--- config.mk ---
export PLATFORM = sky130hd
export DESIGN_NAME = bcf_regs
export DESIGN_NICKNAME = d
export VERILOG_FILES = /design/src/verilog/bcf_pkg.sv /design/src/verilog/bcf_regs.sv
export SDC_FILE = /design/constraint.sdc
export NUM_CORES = 1
export LEC_CHECK = 0
export BUFFER_PORTS_ARGS = -buffer_cell sky130_fd_sc_hd__buf_2
export CAP_MARGIN = 30
export CORE_AREA = 2 2 213 173
export CTS_CLUSTER_SIZE = 28
export DETAILED_ROUTE_END_ITERATION = 16
export DIE_AREA = 0 0 215 175
export GPL_ROUTABILITY_DRIVEN = 0
export PLACE_DENSITY_LB_ADDON = 0.1
export SKIP_CTS_REPAIR_TIMING = 1
export SLEW_MARGIN = 25
export SYNTH_ARGS = -nofsm -noshare
export SYNTH_HDL_FRONTEND = slang
export SYNTH_SLANG_ARGS = --single-unit
--- constraint.sdc ---
create_clock -name mclk -period 2.85 [get_ports mclk]
set_clock_uncertainty 0.05 [all_clocks]
set_input_delay 0.1425 -clock mclk [delete_from_list [all_inputs] [get_ports mclk]]
set_output_delay 0.1425 -clock mclk [all_outputs]
set_load 0.02 [all_outputs]
--- src/verilog/bcf_pkg.sv ---
// Constants and types for the backlight configuration and fault register block
package bcf_pkg;

  // ----------------------------------------------------------------
  // Serial target
  // ----------------------------------------------------------------
  localparam logic [6:0] I2C_TARGET_ADDR = 7'h2A;
  localparam logic [3:0] BYTE_BITS       = 4'h8;
  localparam logic [2:0] BIDX_TARGET     = 3'h0;
  localparam logic [2:0] BIDX_REGADDR    = 3'h1;
  localparam logic [2:0] BIDX_HIGH       = 3'h2;
  localparam logic [2:0] BIDX_LOW        = 3'h3;
  localparam logic [2:0] BIDX_EXTRA      = 3'h4;
  localparam logic [7:0] IDLE_FILL       = 8'hFF;

  typedef enum logic [2:0] {
    LK_IDLE  = 3'h0,
    LK_RECV  = 3'h1,
    LK_ACK   = 3'h3,
    LK_XMIT  = 3'h2,
    LK_TXACK = 3'h6
  } bcf_link_state_t;

  // ----------------------------------------------------------------
  // Register offsets
  // ----------------------------------------------------------------
  localparam int         NUM_CFG    = 4;
  localparam int         NUM_GROUPS = 3;
  localparam int         FAULTS     = 8;
  localparam logic [7:0] CFG_OFS   [NUM_CFG]    = '{8'h00, 8'h02, 8'h04, 8'h06};
  localparam logic [7:0] MASK_OFS  [NUM_GROUPS] = '{8'h08, 8'h0A, 8'h0C};
  localparam logic [7:0] FLAG_OFS  [NUM_GROUPS] = '{8'h0E, 8'h10, 8'h12};
  localparam logic [7:0] OFS_STATE_SNAP = 8'h14;
  localparam logic [7:0] OFS_IN_DUTY    = 8'h16;
  localparam logic [7:0] OFS_OUT_DUTY   = 8'h18;
  localparam logic [7:0] OFS_DAC_SNAP   = 8'h1A;
  localparam logic [7:0] OFS_BOOST_SNAP = 8'h1C;
  localparam logic [7:0] OFS_DETECT     = 8'h1E;

  // ----------------------------------------------------------------
  // Reset values
  // ----------------------------------------------------------------
  localparam logic [15:0] CFG_RST  [NUM_CFG]    = '{16'h0000, 16'h0FFF, 16'h08A3, 16'h0000};
  localparam logic [7:0]  MASK_RST [NUM_GROUPS] = '{8'hFF, 8'hFF, 8'h7F};
  localparam int          GLOBAL_EN_SLOT = 7;

  // ----------------------------------------------------------------
  // Fields of general_settings_a
  // ----------------------------------------------------------------
  localparam int CFGA_MIN_PULSE  = 0;
  localparam int CFGA_S_CURVE    = 1;
  localparam int CFGA_DITHER_LSB = 2;
  localparam int CFGA_SLOPE_LSB  = 5;
  localparam int CFGA_SOURCE_LSB = 8;
  localparam int CFGA_RANGE_LSB  = 10;
  localparam int CFGA_RATE_LSB   = 12;
  localparam int CFGA_PSEUDO     = 14;

  // ----------------------------------------------------------------
  // Enable codes and state codes
  // ----------------------------------------------------------------
  localparam logic [1:0] EN_CODE_OFF = 2'h1;
  localparam logic [1:0] EN_CODE_ON  = 2'h3;
  localparam logic [3:0] FSM_STANDBY = 4'h2;
  localparam logic [3:0] FSM_NORMAL  = 4'h5;

  // ----------------------------------------------------------------
  // Timing
  // ----------------------------------------------------------------
  localparam int CLK_PERIOD_NS = 8;
  localparam int MIN_PULSE_NS  = 200;
  localparam int MIN_PULSE_CYC = (MIN_PULSE_NS + CLK_PERIOD_NS - 1) / CLK_PERIOD_NS;

endpackage : bcf_pkg

--- src/verilog/bcf_regs.sv ---
// Serial target and register file of the backlight configuration and fault block
//
// Notes on behaviour
// - Configuration writes take effect only while state code is standby through normal.
// - Interrupt pin goes active when an enabled fault is flagged.
// - Flag clears only when its status bit and clear bit are both written one.
// - Each fault enable reads back as binary 10 when enabled.
// - Writing 01 to an enable field disables, 11 enables; others leave it.
// - Global enable gates every fault off the interrupt pin.
// - Most fault enables come out of reset set.
// - Brightness register at offset zero, sixteen bits, read/write, resets zero.
// - Source select picks PWM input pin or brightness register.
// - Minimum pulse bit limits PWM pulses to 200 ns and enables dithering.
// - Dither select adds up to three bits of PWM dithering.
// - Advanced slope bit turns on S-curve smoothing of brightness.
// - Slope field sets linear ramp duration between brightness targets.
// - Two-bit field selects boost spread-spectrum range.
// - Two-bit field selects boost spread-spectrum modulation rate.
// - Enable bit makes spread-spectrum modulation pseudo-random.
// - Read-only field reports measured sixteen-bit input duty.
// - Read-only field reports sixteen-bit output PWM duty.
// - Read-only field reports twelve-bit current DAC value.
// - Read-only field reports ten-bit adaptive boost target.
// - Read-only field reports current state machine code.
// - Write is target address, register address, then two value bytes.
// - Read is target write, register address, target read, two value bytes.
// - Device answers at seven-bit target address 2A hex.
`timescale 1ns/10ps
module bcf_regs (
  input  logic                mclk,
  input  logic                rst,
  input  logic                sclPin,
  input  logic                sdaIn,
  output logic                sdaOut,
  output logic                sdaOe,
  output logic                intPinN,
  input  logic [3:0]          currentStateCode,
  input  logic [15:0]         inputDutyValue,
  input  logic [15:0]         outputDutyValue,
  input  logic [11:0]         currentDacValue,
  input  logic [9:0]          boostTargetValue,
  input  logic [3:0]          stringPhaseDetected,
  input  logic [3:0]          switchingRateDetected,
  input  logic [3:0]          dimmingRateDetected,
  input  logic [6:0]          supplyFault,
  input  logic [7:0]          converterFault,
  input  logic [7:0]          stringFault,
  output logic [15:0]         brightnessValue,
  output logic [11:0]         stringCurrentValue,
  output logic [15:0]         generalSettingsB,
  output logic                minPulseLimitOn,
  output logic                sCurveSmoothingOn,
  output logic [2:0]          ditherSel,
  output logic [2:0]          slopeDurationSel,
  output logic [1:0]          brightnessSourceSel,
  output logic [1:0]          ssRangeSel,
  output logic [1:0]          ssRateSel,
  output logic                ssPseudoRandomOn
);
  import bcf_pkg::*;

  // ----------------------------------------------------------------
  // Declarations
  // ----------------------------------------------------------------
  logic [1:0]      sclSync;
  logic [1:0]      sdaSync;
  logic            sclPrev;
  logic            sdaPrev;
  logic            sclRise;
  logic            sclFall;
  logic            startSeen;
  logic            stopSeen;
  bcf_link_state_t linkState;
  logic [3:0]      bitCount;
  logic [2:0]      byteIndex;
  logic [7:0]      shiftIn;
  logic [7:0]      shiftOut;
  logic            readMode;
  logic [7:0]      regAddr;
  logic [7:0]      highByte;
  logic [15:0]     readWord;
  logic            wrStrobe;
  logic [7:0]      wrAddr;
  logic [15:0]     wrData;
  logic            cfgWriteOk;
  logic [15:0]     cfgReg  [NUM_CFG];
  logic [7:0]      maskReg [NUM_GROUPS];
  logic [7:0]      flagReg [NUM_GROUPS];
  logic [7:0]      faultIn [NUM_GROUPS];
  logic            pending;

  // ----------------------------------------------------------------
  // Functions
  // ----------------------------------------------------------------
  function automatic logic [15:0] spreadPairs(input logic [7:0] bits);
    logic [15:0] word;
    word = 16'h0000;
    for (int i = 0; i < FAULTS; i++) begin
      word[2*i+1] = bits[i];
    end
    return word;
  endfunction : spreadPairs

  function automatic logic [15:0] readValue(input logic [7:0] addr);
    logic [15:0] value;
    value = 16'h0000;
    for (int c = 0; c < NUM_CFG; c++) begin
      if (addr == CFG_OFS[c]) begin
        value = cfgReg[c];
      end
    end
    for (int g = 0; g < NUM_GROUPS; g++) begin
      if (addr == MASK_OFS[g]) begin
        value = spreadPairs(maskReg[g]);
      end
      if (addr == FLAG_OFS[g]) begin
        value = spreadPairs(flagReg[g]);
      end
    end
    unique case (addr)
      OFS_STATE_SNAP: value = {12'h000, currentStateCode};
      OFS_IN_DUTY:    value = inputDutyValue;
      OFS_OUT_DUTY:   value = outputDutyValue;
      OFS_DAC_SNAP:   value = {4'h0, currentDacValue};
      OFS_BOOST_SNAP: value = {6'h00, boostTargetValue};
      OFS_DETECT:     value = {4'h0, stringPhaseDetected, switchingRateDetected, dimmingRateDetected};
      default:        value = value;
    endcase
    return value;
  endfunction : readValue

  // ----------------------------------------------------------------
  // Pin synchronisers and bus conditions
  // ----------------------------------------------------------------
  always_ff @(posedge mclk) begin
    if (rst) begin
      sclSync <= 2'h3;
      sdaSync <= 2'h3;
      sclPrev <= 1'b1;
      sdaPrev <= 1'b1;
    end else begin
      sclSync <= {sclSync[0], sclPin};
      sdaSync <= {sdaSync[0], sdaIn};
      sclPrev <= sclSync[1];
      sdaPrev <= sdaSync[1];
    end
  end

  assign sclRise   = sclSync[1] & ~sclPrev;
  assign sclFall   = ~sclSync[1] & sclPrev;
  assign startSeen = sclSync[1] & sclPrev & sdaPrev & ~sdaSync[1];
  assign stopSeen  = sclSync[1] & sclPrev & ~sdaPrev & sdaSync[1];

  // ----------------------------------------------------------------
  // Serial target
  // ----------------------------------------------------------------
  always_ff @(posedge mclk) begin
    if (rst) begin
      linkState <= LK_IDLE;
      bitCount  <= 4'h0;
      byteIndex <= BIDX_TARGET;
      shiftIn   <= 8'h00;
      shiftOut  <= 8'h00;
      readMode  <= 1'b0;
      regAddr   <= 8'h00;
      highByte  <= 8'h00;
      readWord  <= 16'h0000;
      wrStrobe  <= 1'b0;
      wrAddr    <= 8'h00;
      wrData    <= 16'h0000;
      sdaOe     <= 1'b0;
    end else begin
      wrStrobe <= 1'b0;
      if (startSeen) begin
        linkState <= LK_RECV;
        bitCount  <= 4'h0;
        byteIndex <= BIDX_TARGET;
        sdaOe     <= 1'b0;
      end else if (stopSeen) begin
        linkState <= LK_IDLE;
        sdaOe     <= 1'b0;
      end else begin
        unique case (linkState)
          LK_IDLE: begin
            sdaOe <= 1'b0;
          end
          LK_RECV: begin
            if (sclRise && bitCount != BYTE_BITS) begin
              shiftIn  <= {shiftIn[6:0], sdaSync[1]};
              bitCount <= bitCount + 4'h1;
            end else if (sclFall && bitCount == BYTE_BITS) begin
              bitCount <= 4'h0;
              if (byteIndex == BIDX_TARGET) begin
                if (shiftIn[7:1] == I2C_TARGET_ADDR) begin
                  readMode  <= shiftIn[0];
                  readWord  <= readValue(regAddr);
                  byteIndex <= BIDX_REGADDR;
                  sdaOe     <= 1'b1;
                  linkState <= LK_ACK;
                end else begin
                  linkState <= LK_IDLE;
                end
              end else begin
                sdaOe     <= 1'b1;
                linkState <= LK_ACK;
                unique case (byteIndex)
                  BIDX_REGADDR: begin
                    regAddr   <= shiftIn;
                    byteIndex <= BIDX_HIGH;
                  end
                  BIDX_HIGH: begin
                    highByte  <= shiftIn;
                    byteIndex <= BIDX_LOW;
                  end
                  BIDX_LOW: begin
                    wrStrobe  <= 1'b1;
                    wrAddr    <= regAddr;
                    wrData    <= {highByte, shiftIn};
                    byteIndex <= BIDX_EXTRA;
                  end
                  default: begin
                    byteIndex <= BIDX_EXTRA;
                  end
                endcase
              end
            end
          end
          LK_ACK: begin
            if (sclFall) begin
              if (readMode) begin
                sdaOe     <= ~readWord[15];
                shiftOut  <= readWord[15:8];
                readWord  <= {readWord[7:0], IDLE_FILL};
                bitCount  <= 4'h1;
                linkState <= LK_XMIT;
              end else begin
                sdaOe     <= 1'b0;
                linkState <= LK_RECV;
              end
            end
          end
          LK_XMIT: begin
            if (sclFall) begin
              if (bitCount == BYTE_BITS) begin
                sdaOe     <= 1'b0;
                linkState <= LK_TXACK;
              end else begin
                sdaOe    <= ~shiftOut[6];
                shiftOut <= {shiftOut[6:0], 1'b0};
                bitCount <= bitCount + 4'h1;
              end
            end
          end
          LK_TXACK: begin
            if (sclRise) begin
              linkState <= sdaSync[1] ? LK_IDLE : LK_ACK;
            end
          end
          default: begin
            linkState <= LK_IDLE;
            sdaOe     <= 1'b0;
          end
        endcase
      end
    end
  end

  always_ff @(posedge mclk) begin
    sdaOut <= 1'b0;
  end

  // ----------------------------------------------------------------
  // Configuration registers
  // ----------------------------------------------------------------
  assign cfgWriteOk = (currentStateCode >= FSM_STANDBY) && (currentStateCode <= FSM_NORMAL);

  generate
    for (genvar c = 0; c < NUM_CFG; c++) begin : gCfg
      always_ff @(posedge mclk) begin
        if (rst) begin
          cfgReg[c] <= CFG_RST[c];
        end else if (wrStrobe && cfgWriteOk && wrAddr == CFG_OFS[c]) begin
          cfgReg[c] <= wrData;
        end
      end
    end
  endgenerate

  assign brightnessValue     = cfgReg[0];
  assign stringCurrentValue  = cfgReg[1][11:0];
  assign generalSettingsB    = cfgReg[3];
  assign minPulseLimitOn     = cfgReg[2][CFGA_MIN_PULSE];
  assign sCurveSmoothingOn   = cfgReg[2][CFGA_S_CURVE];
  assign ditherSel           = cfgReg[2][CFGA_DITHER_LSB +: 3];
  assign slopeDurationSel    = cfgReg[2][CFGA_SLOPE_LSB +: 3];
  assign brightnessSourceSel = cfgReg[2][CFGA_SOURCE_LSB +: 2];
  assign ssRangeSel          = cfgReg[2][CFGA_RANGE_LSB +: 2];
  assign ssRateSel           = cfgReg[2][CFGA_RATE_LSB +: 2];
  assign ssPseudoRandomOn    = cfgReg[2][CFGA_PSEUDO];

  // ----------------------------------------------------------------
  // Fault enables and flags
  // ----------------------------------------------------------------
  assign faultIn[0] = {1'b0, supplyFault};
  assign faultIn[1] = converterFault;
  assign faultIn[2] = stringFault;

  generate
    for (genvar g = 0; g < NUM_GROUPS; g++) begin : gGroup
      for (genvar i = 0; i < FAULTS; i++) begin : gFault
        always_ff @(posedge mclk) begin
          if (rst) begin
            maskReg[g][i] <= MASK_RST[g][i];
          end else if (wrStrobe && cfgWriteOk && wrAddr == MASK_OFS[g]) begin
            if (wrData[2*i+1 -: 2] == EN_CODE_ON) begin
              maskReg[g][i] <= 1'b1;
            end else if (wrData[2*i+1 -: 2] == EN_CODE_OFF) begin
              maskReg[g][i] <= 1'b0;
            end
          end
        end

        always_ff @(posedge mclk) begin
          if (rst) begin
            flagReg[g][i] <= 1'b0;
          end else if (faultIn[g][i]) begin
            flagReg[g][i] <= 1'b1;
          end else if (wrStrobe && wrAddr == FLAG_OFS[g] && wrData[2*i+1] && wrData[2*i]) begin
            flagReg[g][i] <= 1'b0;
          end
        end
      end
    end
  endgenerate

  // ----------------------------------------------------------------
  // Interrupt pin
  // ----------------------------------------------------------------
  assign pending = |(flagReg[0] & maskReg[0]) | |(flagReg[1] & maskReg[1]) | |(flagReg[2] & maskReg[2]);

  always_ff @(posedge mclk) begin
    if (rst) begin
      intPinN <= 1'b1;
    end else begin
      intPinN <= ~(pending & maskReg[0][GLOBAL_EN_SLOT]);
    end
  end

endmodule : bcf_regs
==> qor.csv <==
stage;metric;value;unit
setup_path;RR Endpoint;readWord[15];
setup_path;worst r2r path cells;5;
setup_path;worst-path cell chain;or4_1 -> nor4_4 -> a221oi_1 -> a221oi_1 -> o31a_1;
die;initial core utilization;29.75;%
power;Peak supply drop;0.3784;mV
layout;final core utilization;36.48;%
clocking;CTS buffer count;23;
timing;Max-slew headroom;51.18;%
outcome;outcome;completed;
synth;register bit count reported by yosys;202;
synth;Synth cell types;74;
setup_path;Worst path slowest cell;or4_1;
timing;Slew Viols, Final;0;
run;Max Cap Viol;0;
timing;setup tns final;0;ns
power;Reg power frac;49.5;%
setup_path;Setup CP Type;register to register;
clocking;CTS root buf;clkbuf_16;
setup_path;most frequent cell on the critical path;a221oi_1;
setup_path;Largest stage delay, worst path;0.77;ns
power;Pwr per Cell Area;500.5;nW/um^2
placed_design;IO buf count;157;
layout;Layout area overhead;22.64;%
synth;Post-synth ARST share;0;%
setup_path;delay-heaviest family, CP;simple AND/OR/NAND/NOR gates;
min_path;Worst Hold Class;primary input to register;
clocking;H-tree Lvls;1;
power;Leak;4.809;nW
synth;post-synthesis cell area;10570;sq um
detailed_routing;Post-Route WL;41650;um
layout;# nets final;1407;
power;internal power;4.950;mW
placed_design;Post-Place Cells;1736;
die;placeable core region;35530;sq um
detailed_routing;DR pass1 iterations;5;
detailed_routing;wire per inst;23.05;um
synth;post-synthesis mux area share;7.494;%
synth;simple-gate share of the synthesized area;22.28;%
clocking;Clk Latency, worst-skew pair;0.52;ns
synth;Synth Area in Compound Gates;15.47;%
grt;gr usage total;21.70;%
detailed_routing;drt initial violations;861;
timing;Setup violations, final;0;
min_path;hold endpoint;readWord[2];
detailed_routing;Post-DRT Antenna Nets;0;
power;Clock power frac;44.4;%
timing;minimum clock period;2.701;ns
setup_path;Reg2Reg Setup Slack;0.15;ns
grt;grt ovf;0;
timing;f_max;370.2;MHz
synth;Mapped Nets;1240;
setup_path;CP Buf/Inv Count;0;
timing;Least-Margin Pin Slew;0.7246;ns
timing;RSZ-0062 raised after global routing;no;
timing;final hold violations;0;
setup_path;RR Startpoint;regAddr[5];
synth;number of flops mapped to enable cells by yosys;110;
grt;initial antenna violation count;3;
synth;Mapped Cells;1141;
grt;vias in the first global route;9004;
synth;largest family of logic cells by synthesized area;simple AND/OR/NAND/NOR gates;
min_path;hold depth;5;
power;P_sw;1.537;mW
clocking;CTS tree;built;
synth;Synth warnings;0;
timing;final worst path period share;94.78;%
power;switching power share of the total;23.69;%
detailed_routing;vias;9431;
setup_path;startpoint types;register;
die;I/O pin cnt;159;
power;Final Total Pwr;6.487;mW
placed_design;detailed placement HPWL;31340;um
grt;first-pass GRT wire length;61040;um
min_path;worst min-delay path startpoint;inputDutyValue[2];
synth;Avg Inst Size Synth;9.263;sq um
setup_path;Critical Path AT;3.11;ns
synth;sequential area share after synthesis;48.68;%
synth;xor and xnor area share after synthesis;0.2486;%
grt;pin count of the biggest net entering global routing;73;
layout;post-route insts no fill;1807;
setup_path;CP max FO;8;
detailed_routing;DR DRC count;0;
setup_path;CP Capture Type;register;
synth;Primary FF master, synth;edfxtp_1;
die;Die X;215;um
clocking;Clock Path Buffers;3;
die;die height;175;um
layout;share of layout cells above drive strength 1;22.57;%
synth;synthesized-area fraction occupied by adder cells;0.2368;%
power;Logic pwr share;6.1;%
detailed_routing;vias per inst;5.219;
clocking;clock slew seen by the registers of the worst setup and hold paths;0.06;ns
setup_path;Worst EP required;3.26;ns
clocking;clk sinks;202;
die;row count;62;
die;die area;37630;sq um
-- worst max-delay path by stage --
stage	cells after the start	slack [ns]	from	to
after detailed placement	5	0.17	regAddr[5]	readWord[15]
after global routing	5	0.008	regAddr[5]	readWord[15]
after floorplan	6	0.62	wrAddr[5]	cfgReg[2][0]
after global placement	6	0.16	regAddr[5]	readWord[1]
final	5	0.15	regAddr[5]	readWord[15]
after CTS	5	0.14	regAddr[5]	readWord[15]
-- cell usage in the layout, fill, tap and decap left out, drive strengths merged, types with 9 or more instances in the layout --
cell	n
a211oi	10
o31ai	9
dlygate4sd3	27
nor2	142
or2	20
a21oi	66
nor3	26
nand3	24
nor2b	37
edfxtp	110
inv	19
buf	221
a311o	9
a22oi	16
o21ai	74
and2	18
nand2	154
clkbuf	33
mux2i	60
dfxtp	92
nor4	10
-- per-layer routing --
| metal | vias to the layer above | part of all wire, % | GRT usage [%] |
|---|---|---|---|
| met4 | 2 | 1.8 | 4.770 |
| met2 | 389 | 41 | 31.15 |
| li1 | 4440 | - | - |
| met3 | 38 | 8.7 | 5.518 |
| met5 | - | 0.031 | 0 |
| met1 | 4562 | 48 | 32.48 |
-- per-stage QoR --
step / instance area (sq um) / setup WS, ns / hold WS (ns)
4_1_cts: 12680 / 0.1403 / -0.2639
6_report: 12960 / 0.1489 / 0.02071
2_1_floorplan: 10570 / 0.6232 / 0.1963
3_5_place_dp: 11970 / 0.1678 / 0.2793
5_1_grt: 12960 / 0.008073 / 0.03196
3_3_place_gp: 11970 / 0.1556 / 0.2843
-- flip-flops by register name, indices dropped and copies added (netlist names), 16 cells and up --
| register | count |
|---|---|
| readWord | 16 |
| wrData | 16 |
| cfgReg | 64 |
| maskReg | 24 |
| flagReg | 23 |
-- cell type report --
type / instances / area, sq um
multi-input cells: 816 / 4840
clock buffers: 33 / 636.9
fillers: 3720 / 22570
inverters: 17 / 63.81
well taps: 480 / 600.6
clock inverters: 9 / 76.32
repair buffers: 248 / 1589
flip-flops and latches: 202 / 5150
diodes: 2 / 5.005
-- power groups by stage --
stage          combinational, mW  sequential [mW]  clock [mW]
6_report                   0.397             3.21        2.88
5_1_grt                    0.430             3.21        3.07
4_1_cts                    0.370             3.21        2.95
3_5_place_dp               0.369             3.27           0
3_3_place_gp               0.368             3.27           0
2_1_floorplan              0.178             3.25           0
-- logic make-up (layout without fill, tap and decap cells) --
kind of cell | count (synthesis) | in the layout
adder cells (fa/ha/maj) | 2 | 2
AO/OA/AOI/OAI | 253 | 253
XOR/XNOR | 3 | 3
multiplexers | 70 | 70
AND/OR/NAND/NOR | 487 | 487
buffers and inverters | 123 | 307
flip-flops | 202 | 202
other | 1 | 3
-- Yosys cell counts (18+ instances only) --
master,count,area (sq um)
or2_2,20,125.1
nor3_1,25,125.1
mux2i_1,60,600.6
o21ai_0,73,365.4
clkbuf_1,54,202.7
edfxtp_1,110,3303
buf_4,25,187.7
nor2_1,140,525.5
nand2_1,154,578.1
nor2b_1,37,231.5
and2_1,18,112.6
nand3_1,24,120.1
buf_2,24,120.1
a21oi_1,66,330.3
dfxtp_1,92,1842
-- worst min-delay path, stage by stage --
cell and delay, ns:
buf_2 0.09, nand3_1 0.06, o21ai_0 0.08, nor4_1 0.05, a21oi_1 0.12
Note: power is estimated with default switching activity, not from simulation.
